==> config.mk <==
export PLATFORM = sky130hd
export DESIGN_NAME = supply_monitor
export DESIGN_NICKNAME = d
export VERILOG_FILES = /design/src/hdl/supply_monitor_pkg.sv /design/src/hdl/supply_monitor.sv /design/src/hdl/level_sync.sv
export VERILOG_INCLUDE_DIRS = /design/src /design/src/hdl
export SDC_FILE = /design/constraint.sdc
export NUM_CORES = 1
export LEC_CHECK = 0
export BUFFER_PORTS_ARGS = -buffer_cell sky130_fd_sc_hd__buf_2
export CAP_MARGIN = 20
export CORE_ASPECT_RATIO = 1.2
export CORE_MARGIN = 5
export CORE_UTILIZATION = 35
export DETAILED_ROUTE_END_ITERATION = 6
export SLEW_MARGIN = 25
export SYNTH_ARGS = -nofsm -noshare
export SYNTH_HDL_FRONTEND = slang
export SYNTH_SLANG_ARGS = --single-unit
==> constraint.sdc <==
create_clock -name sys_clk -period 3 [get_ports sys_clk]
set_input_delay 0.15 -clock sys_clk [delete_from_list [all_inputs] [get_ports sys_clk]]
set_output_delay 0.15 -clock sys_clk [all_outputs]
set_load 0.05 [all_outputs]
==> src/hdl/supply_monitor_defines.svh <==
// constants for the supply voltage monitor
`ifndef SUPPLY_MONITOR_DEFINES_SVH
`define SUPPLY_MONITOR_DEFINES_SVH
`define SUPPLY_MONITOR_ADDR          6'h11
`define IRQ_MASK_ADDR                6'h0E
`define SUPPLY_LOW_IRQ_BIT           7
`define LOCK_FLAG_BIT                7
`define RESERVED_BIT                 6
`define ABOVE_THRESHOLD_BIT          5
`define HIGH_RANGE_BIT               4
`define THRESHOLD_CODE_MSB           3
`define THRESHOLD_CODE_LSB           0
`define THRESHOLD_CODE_RESET         4'h2
`define HIGH_RANGE_RESET             1'h0
`define RESERVED_RESET               1'h0
`define IRQ_MASK_RESET               8'h00
`define LOW_RANGE_BASE_MV            16'h06A4
`define LOW_RANGE_STEP_MV            16'h0032
`define HIGH_RANGE_BASE_MV           16'h09F6
`define HIGH_RANGE_STEP_MV           16'h004B
`endif

==> src/hdl/supply_monitor_pkg.sv <==
// types for the supply voltage monitor
package supply_monitor_pkg;
    typedef enum logic [1:0] {
        TRX_POWER_ON = 2'b00,
        TRX_SLEEP    = 2'b01,
        TRX_ACTIVE   = 2'b10
    } trx_state_type;

    typedef struct packed {
        logic       high_range_select;
        logic [3:0] threshold_code;
    } threshold_cfg_type;

    typedef struct packed {
        logic       wr_en;
        logic       rd_en;
        logic [5:0] addr;
        logic [7:0] wdata;
    } reg_access_type;
endpackage : supply_monitor_pkg

==> src/hdl/supply_monitor.sv <==
// supply voltage monitor: threshold register, status flag, low-supply event
// Notes on behaviour
// flag follows comparator while monitor active
// flag is read-only bit 5
// event only on flag falling one to zero
// no event if flag never was one
// new threshold above supply gives no event
// inactive in power-on and sleep states
// bit 4 selects low or high range
// bits 3:0 select threshold code
// host reads flag after new threshold
// host masks event or lowers threshold
// mask register bit 7 gates event
// comparator synchronised before flag and edge
`timescale 1ns/100ps
`include "supply_monitor_defines.svh"
module supply_monitor
    import supply_monitor_pkg::*;
(
    input  wire logic           sys_clk,
    input  wire logic           rst_b,
    input  wire logic           comparator_above,
    input  wire trx_state_type  transceiver_state_field,
    input  wire logic           synth_lock_flag,
    input  wire reg_access_type reg_access,
    output threshold_cfg_type   threshold_cfg,
    output logic                comparator_enable,
    output logic [15:0]         threshold_mv,
    output logic [7:0]          reg_rdata,
    output logic                supply_low_interrupt
);
    threshold_cfg_type cfg_r;
    threshold_cfg_type cfg_nxt;
    logic              reserved_r;
    logic              reserved_nxt;
    logic [7:0]        irq_mask_r;
    logic [7:0]        irq_mask_nxt;
    logic              supply_above_threshold_r;
    logic              above_nxt;
    logic              supply_low_event;
    logic              comp_sync;
    logic              active;
    logic              active_r;
    logic              enable_nxt;
    logic [15:0]       mv_nxt;
    logic [7:0]        rdata_nxt;
    logic              irq_nxt;

    level_sync u_comp_sync (
        .sys_clk  (sys_clk),
        .rst_b    (rst_b),
        .async_in (comparator_above),
        .sync_out (comp_sync)
    );

    function automatic logic [15:0] threshold_of(input threshold_cfg_type c);
        logic [15:0] code;
        code = {12'h000, c.threshold_code};
        if (c.high_range_select) begin
            threshold_of = 16'(`HIGH_RANGE_BASE_MV + code * `HIGH_RANGE_STEP_MV);
        end else begin
            threshold_of = 16'(`LOW_RANGE_BASE_MV + code * `LOW_RANGE_STEP_MV);
        end
    endfunction : threshold_of

    // one place for the address compare shared by writes and reads
    function automatic logic addressed(input reg_access_type r, input logic [5:0] a);
        addressed = (r.addr == a);
    endfunction : addressed

    assign active = (transceiver_state_field == TRX_ACTIVE);

    always_comb begin
        cfg_nxt      = cfg_r;
        reserved_nxt = reserved_r;
        irq_mask_nxt = irq_mask_r;
        if (reg_access.wr_en && addressed(reg_access, `SUPPLY_MONITOR_ADDR)) begin
            cfg_nxt.high_range_select = reg_access.wdata[`HIGH_RANGE_BIT];
            cfg_nxt.threshold_code    = reg_access.wdata[`THRESHOLD_CODE_MSB:`THRESHOLD_CODE_LSB];
            reserved_nxt              = reg_access.wdata[`RESERVED_BIT];
        end
        if (reg_access.wr_en && addressed(reg_access, `IRQ_MASK_ADDR)) begin
            irq_mask_nxt = reg_access.wdata;
        end
    end

    always_ff @(posedge sys_clk or negedge rst_b) begin
        if (!rst_b) begin
            cfg_r      <= '{`HIGH_RANGE_RESET, `THRESHOLD_CODE_RESET};
            reserved_r <= `RESERVED_RESET;
            irq_mask_r <= `IRQ_MASK_RESET;
        end else begin
            cfg_r      <= cfg_nxt;
            reserved_r <= reserved_nxt;
            irq_mask_r <= irq_mask_nxt;
        end
    end

    always_comb begin
        // flag holds while inactive; the active_r term keeps leaving sleep from faking a fall
        above_nxt        = active ? comp_sync : supply_above_threshold_r;
        supply_low_event = active && active_r && supply_above_threshold_r
                           && !comp_sync;
        irq_nxt    = supply_low_event && irq_mask_r[`SUPPLY_LOW_IRQ_BIT];
        enable_nxt = active;
    end

    always_ff @(posedge sys_clk or negedge rst_b) begin
        if (!rst_b) begin
            supply_above_threshold_r <= 1'b0;
            active_r                 <= 1'b0;
            comparator_enable        <= 1'b0;
            supply_low_interrupt     <= 1'b0;
        end else begin
            supply_above_threshold_r <= above_nxt;
            active_r                 <= active;
            comparator_enable        <= enable_nxt;
            supply_low_interrupt     <= irq_nxt;
        end
    end

    always_comb begin
        mv_nxt    = threshold_of(cfg_nxt);
        rdata_nxt = 8'h00;
        if (reg_access.rd_en && addressed(reg_access, `SUPPLY_MONITOR_ADDR)) begin
            rdata_nxt[`LOCK_FLAG_BIT]       = synth_lock_flag;
            rdata_nxt[`RESERVED_BIT]        = reserved_r;
            rdata_nxt[`ABOVE_THRESHOLD_BIT] = supply_above_threshold_r;
            rdata_nxt[`HIGH_RANGE_BIT]      = cfg_r.high_range_select;
            rdata_nxt[`THRESHOLD_CODE_MSB:`THRESHOLD_CODE_LSB] = cfg_r.threshold_code;
        end else if (reg_access.rd_en && addressed(reg_access, `IRQ_MASK_ADDR)) begin
            rdata_nxt = irq_mask_r;
        end
    end

    // threshold outputs load on the same edge as the stored setting; threshold_mv is zero until the first edge after reset release
    always_ff @(posedge sys_clk or negedge rst_b) begin
        if (!rst_b) begin
            threshold_cfg <= '{`HIGH_RANGE_RESET, `THRESHOLD_CODE_RESET};
            threshold_mv  <= 16'h0000;
            reg_rdata     <= 8'h00;
        end else begin
            threshold_cfg <= cfg_nxt;
            threshold_mv  <= mv_nxt;
            reg_rdata     <= rdata_nxt;
        end
    end

    a_flag_follows: assert property (@(posedge sys_clk) disable iff (!rst_b)
        active |=> supply_above_threshold_r == $past(comp_sync))
        else $error("flag did not follow comparator");

    a_flag_readback: assert property (@(posedge sys_clk) disable iff (!rst_b)
        reg_access.rd_en && reg_access.addr == `SUPPLY_MONITOR_ADDR
        |=> reg_rdata[`ABOVE_THRESHOLD_BIT] == $past(supply_above_threshold_r))
        else $error("flag read back wrong");

    a_irq_on_fall: assert property (@(posedge sys_clk) disable iff (!rst_b)
        supply_low_interrupt |-> $past(supply_above_threshold_r) && !supply_above_threshold_r)
        else $error("interrupt without falling flag");

    a_no_irq_low: assert property (@(posedge sys_clk) disable iff (!rst_b)
        !supply_above_threshold_r ##1 !supply_above_threshold_r
        |-> ##1 !supply_low_interrupt)
        else $error("interrupt on steady low flag");

    a_fall_raises: assert property (@(posedge sys_clk) disable iff (!rst_b)
        supply_low_event && irq_mask_r[`SUPPLY_LOW_IRQ_BIT] |=> supply_low_interrupt)
        else $error("falling flag lost");

    a_sleep_quiet: assert property (@(posedge sys_clk) disable iff (!rst_b)
        !active |=> !supply_low_interrupt && $stable(supply_above_threshold_r))
        else $error("monitor acted while inactive");

    a_mask_gates: assert property (@(posedge sys_clk) disable iff (!rst_b)
        !irq_mask_r[`SUPPLY_LOW_IRQ_BIT] |=> !supply_low_interrupt)
        else $error("masked interrupt escaped");

    // the release edge still shows the reset value of the millivolt output
    a_threshold_map: assert property (@(posedge sys_clk) disable iff (!rst_b)
        $past(rst_b) |-> threshold_mv == (threshold_cfg.high_range_select
            ? 16'(`HIGH_RANGE_BASE_MV + threshold_cfg.threshold_code * `HIGH_RANGE_STEP_MV)
            : 16'(`LOW_RANGE_BASE_MV + threshold_cfg.threshold_code * `LOW_RANGE_STEP_MV)))
        else $error("threshold value wrong");

    a_irq_one_cycle: assert property (@(posedge sys_clk) disable iff (!rst_b)
        supply_low_interrupt |=> !supply_low_interrupt)
        else $error("interrupt longer than one cycle");

    a_enable_follows: assert property (@(posedge sys_clk) disable iff (!rst_b)
        active |=> comparator_enable)
        else $error("comparator not enabled while active");

    a_enable_drops: assert property (@(posedge sys_clk) disable iff (!rst_b)
        !active |=> !comparator_enable)
        else $error("comparator enabled while inactive");

    a_cfg_write: assert property (@(posedge sys_clk) disable iff (!rst_b)
        reg_access.wr_en && reg_access.addr == `SUPPLY_MONITOR_ADDR
        |=> threshold_cfg == $past(reg_access.wdata[`HIGH_RANGE_BIT:`THRESHOLD_CODE_LSB]))
        else $error("threshold setting not stored");

    a_cfg_readback: assert property (@(posedge sys_clk) disable iff (!rst_b)
        reg_access.rd_en && reg_access.addr == `SUPPLY_MONITOR_ADDR
        |=> reg_rdata[`HIGH_RANGE_BIT:`THRESHOLD_CODE_LSB] == $past(threshold_cfg))
        else $error("threshold setting read back wrong");

    a_new_threshold_quiet: assert property (@(posedge sys_clk) disable iff (!rst_b)
        reg_access.wr_en && !supply_above_threshold_r |=> !supply_low_interrupt)
        else $error("interrupt after threshold write on low flag");

    a_resume_quiet: assert property (@(posedge sys_clk) disable iff (!rst_b)
        active && !active_r |=> !supply_low_interrupt)
        else $error("interrupt on leaving an idle state");

    a_mask_store: assert property (@(posedge sys_clk) disable iff (!rst_b)
        reg_access.wr_en && reg_access.addr == `IRQ_MASK_ADDR
        |=> irq_mask_r == $past(reg_access.wdata))
        else $error("mask write not stored");

    a_mask_readback: assert property (@(posedge sys_clk) disable iff (!rst_b)
        reg_access.rd_en && reg_access.addr == `IRQ_MASK_ADDR
        |=> reg_rdata == $past(irq_mask_r))
        else $error("mask read back wrong");

    // a comparator edge must not reach the flag on the very next clock edge
    a_sync_latency: assert property (@(posedge sys_clk) disable iff (!rst_b)
        $rose(comparator_above) |=> !$rose(supply_above_threshold_r))
        else $error("comparator reached flag unsynchronised");
endmodule : supply_monitor

==> src/hdl/level_sync.sv <==
// two-flop synchroniser for an asynchronous level
`timescale 1ns/100ps
module level_sync (
    input  wire logic sys_clk,
    input  wire logic rst_b,
    input  wire logic async_in,
    output logic      sync_out
);
    logic meta_r;
    logic meta_nxt;
    logic sync_nxt;

    always_comb begin
        meta_nxt = async_in;
        sync_nxt = meta_r;
    end

    // first stage feeds only the second
    always_ff @(posedge sys_clk or negedge rst_b) begin
        if (!rst_b) begin
            meta_r   <= 1'b0;
            sync_out <= 1'b0;
        end else begin
            meta_r   <= meta_nxt;
            sync_out <= sync_nxt;
        end
    end
endmodule : level_sync

==> results.md <==
- Outcome: finished, violations left
- Failing checks: negative setup slack
- Worst EP required: 3.18 ns
- Worst Path Arrival: 3.42 ns
- Commonest non-fill, non-tap cell in the layout: buf_4
- Max Fclk: 309 MHz
- Post-Syn Area per Cell: 11.4 µm²
- Headroom to the max-slew limit: 0.414
- Diode count: 0
- Drt pass-1 iters: 4
- Yosys warning count: 0
- CP startpoint kind: input pin
- Leakage Power: 1.87 nW
- DP Cell Count: 398
- # rows: 33
- IO Port Bufs: 49
- Post-route ant nets: 0
- Vias per cell: 4.82
- Latest clock arrival within the worst-skew pair: 0.29 ns
- Final cell count without fillers: 420
- HP Class: input pin to flip-flop
- Yosys cell types: 51
- Share of cells above drive strength 1: 0.565
- Vias in the first global route: 2186
- Most frequent cells in the layout: buf_4, buf_2, dfrtp_1, ha_1, ha_4
- Initial antenna violation count: 0
- Crit-path cells: buf_6 -> or4b_4 -> nor2_8 -> buf_12 -> mux2i_4 -> inv_2 -> ha_4 -> inv_2 -> ha_4 -> ha_4 -> ha_4 -> nor2b_1 -> o21a_1 -> o21a_4 -> o311a_1 -> o41ai_2
- Largest net degree at the start of global routing: 41
- DR WL/cell: 15.3 µm
- Slew Limit Fails: 0
- #FFs+latches synth: 40
- Top FF cell, synth: dfrtp_1
- Crit-path most repeated cell: ha_4
- First-pass GRT wire length: 10100 µm
- RSZ-0062 raised after global routing: true
- CTS Buf Count: 5
- Sequential element share of the synthesized area: 0.406
- I/O pin cnt: 53
- Clock sinks: 40
- Crit-path max cell delay: 0.57 ns
- Peak supply drop: 0.000284 V
- Setup-failing EPs final: 6
- Pwr dens: 650 nW/µm²
- Final Hold Vio Count: 0
- Width of the die: 86.6 µm
- Overflow after GRT: 0
- Die footprint: 8830 µm²
- Layout area overhead: 54.3%
- Syn Inst Count: 216
- Vias: 2025
- Initial Util: 0.360
- Max_cap viols: 0
- Maximum fanout along the worst path: 5
- Die height: 102 µm
- # DRC: 0
- Asr flop ratio synth: 1.00
- CTS Buffer Depth: 2
- Nets: 385
- Synthesized area: 2470 µm²
- Skew final: 0.00539 ns
- Final WL: 6420 µm
- # fillers: 589
- Worst-path clk slew: 0.08 ns
- CTS tree: yes
- Post-route setup slack: -0.239 ns
- Setup crit end kind: flip-flop
- Total power: 2.47 mW
- Worst-Margin Slew: 0.879 ns
- Aggregate global-route resource usage: 0.149
- Min Tclk post-route: 3.24 ns
- Gpl congestion: 0.820
- Cell chosen for the clock root: clkbuf_8
- H-tree Lvls: 2
- Final Cycle Share: 1.08
- Core area: 6850 µm²
- Critical-path top delay cell: or4b_4
- Number of flops mapped to enable cells by yosys: 0
- DP HPWL: 4730 µm
- Initial DRC Count: 45
- Critical path class: input pin to flip-flop
## cells in the mapped netlist (2+ instances only)
library cell | count | share of area
a211oi_1 | 2 | 0.0061
a21o_1 | 6 | 0.018
a21oi_1 | 11 | 0.022
a22o_1 | 8 | 0.028
and2_1 | 3 | 0.0076
buf_4 | 3 | 0.0091
dfrtp_1 | 39 | 0.40
fa_1 | 2 | 0.016
ha_1 | 29 | 0.15
inv_1 | 15 | 0.023
mux2_2 | 10 | 0.046
mux2i_1 | 7 | 0.028
nand2_1 | 7 | 0.011
nand3b_1 | 2 | 0.0061
nor2_1 | 15 | 0.023
nor2b_1 | 2 | 0.0051
nor3_1 | 5 | 0.010
nor4_1 | 2 | 0.0051
o21a_1 | 3 | 0.0091
o21ai_0 | 3 | 0.0061
xnor2_1 | 7 | 0.025
xor2_1 | 6 | 0.021
## sequential cells by signal, summed over array words and instances, names as in the netlist
signal	flops
u_comp_sync.sync_out	1
u_comp_sync.meta_r	1
supply_low_interrupt	1
threshold_cfg	5
irq_mask_r	8
supply_above_threshold_r	1
active_r	1
reg_rdata	8
threshold_mv	13
reserved_r	1
## layout make-up
type / instances / area [µm²] / area share
Clock buffer: 5 / 68.8 / 0.0181
Clock inverter: 3 / 18.8 / 0.00493
Inverter: 16 / 63.8 / 0.0168
Multi-Input combinational cell: 157 / 1770 / 0.464
Sequential cell: 40 / 1000 / 0.263
Tap cell: 87 / 109 / 0.0286
Timing Repair Buffer: 112 / 776 / 0.204
## path summary, 6_finish.rpt
check	slack, ns	startpoint	endpoint	cells after the start
setup reg to reg	0.21	threshold_cfg[3]	threshold_mv[8]	12
setup / recovery	-0.24	reg_access[9]	threshold_mv[8]	16
hold reg to reg	0.34	u_comp_sync.meta_r	u_comp_sync.sync_out	0
min in group asynchronous	0.51	rst_b	supply_low_interrupt	2
max in group asynchronous	1.94	rst_b	threshold_mv[7]	2
hold / removal	0.02	transceiver_state_field[0]	active_r	2
## logic make-up after synthesis
logic type,synth area share
AND/OR/NAND/NOR,0.114
AO/OA/AOI/OAI,0.140
flip-flops,0.406
adder cells (fa/ha/maj),0.163
buffers and inverters,0.0401
multiplexers,0.0797
XOR/XNOR,0.0553
other,0.00152
## stage by stage
step           instance area [µm²]  TNS, ns  setup slack, ns  utilization  hold WS [ns]
4_1_cts                       3710   -0.768           -0.189        0.542        0.0168
3_5_place_dp                  3250    -3.60           -0.614        0.474         0.265
6_report                      3810   -0.670           -0.239        0.555        0.0233
5_1_grt                       3810    -1.38           -0.308        0.555        0.0178
2_1_floorplan                 2560    -2.27           -0.440            -        -0.146
3_3_place_gp                  3250    -3.51           -0.680        0.474         0.262
## repair_timing
action                     4_1_cts  5_1_grt
cloned                           0        0
gates resized for setup         47       12
pin swaps                       19        9
setup buffers                   10        3
hold buffers                     2        0
hold endpoints to repair        14        0
setup endpoints to repair        7        8
## worst max-delay path, delay by kind of cell
kind / cells / cell delay (ns)
compound gates: 4 / 0.95
simple gates: 3 / 0.87
fa+ha+maj: 4 / 0.84
buf+inv: 4 / 0.36
mux: 1 / 0.24
## routing by layer
metal / global-route usage / vias to the layer above / routed length [µm]
li1: - / 1001 / -
met3: 0.0298 / 10 / 283
met1: 0.164 / 968 / 2460
met5: 0 / - / 0
met2: 0.281 / 46 / 3550
met4: 0.0540 / 0 / 128
## where the power goes
group          switching (mW)  leakage (nW)  internal [mW]  total, mW
clock network           0.190        0.0479          0.162      0.352
registers              0.0334         0.511          0.623      0.656
logic                   0.808          1.31          0.659       1.47
Power figures use the tool's default switching activity.
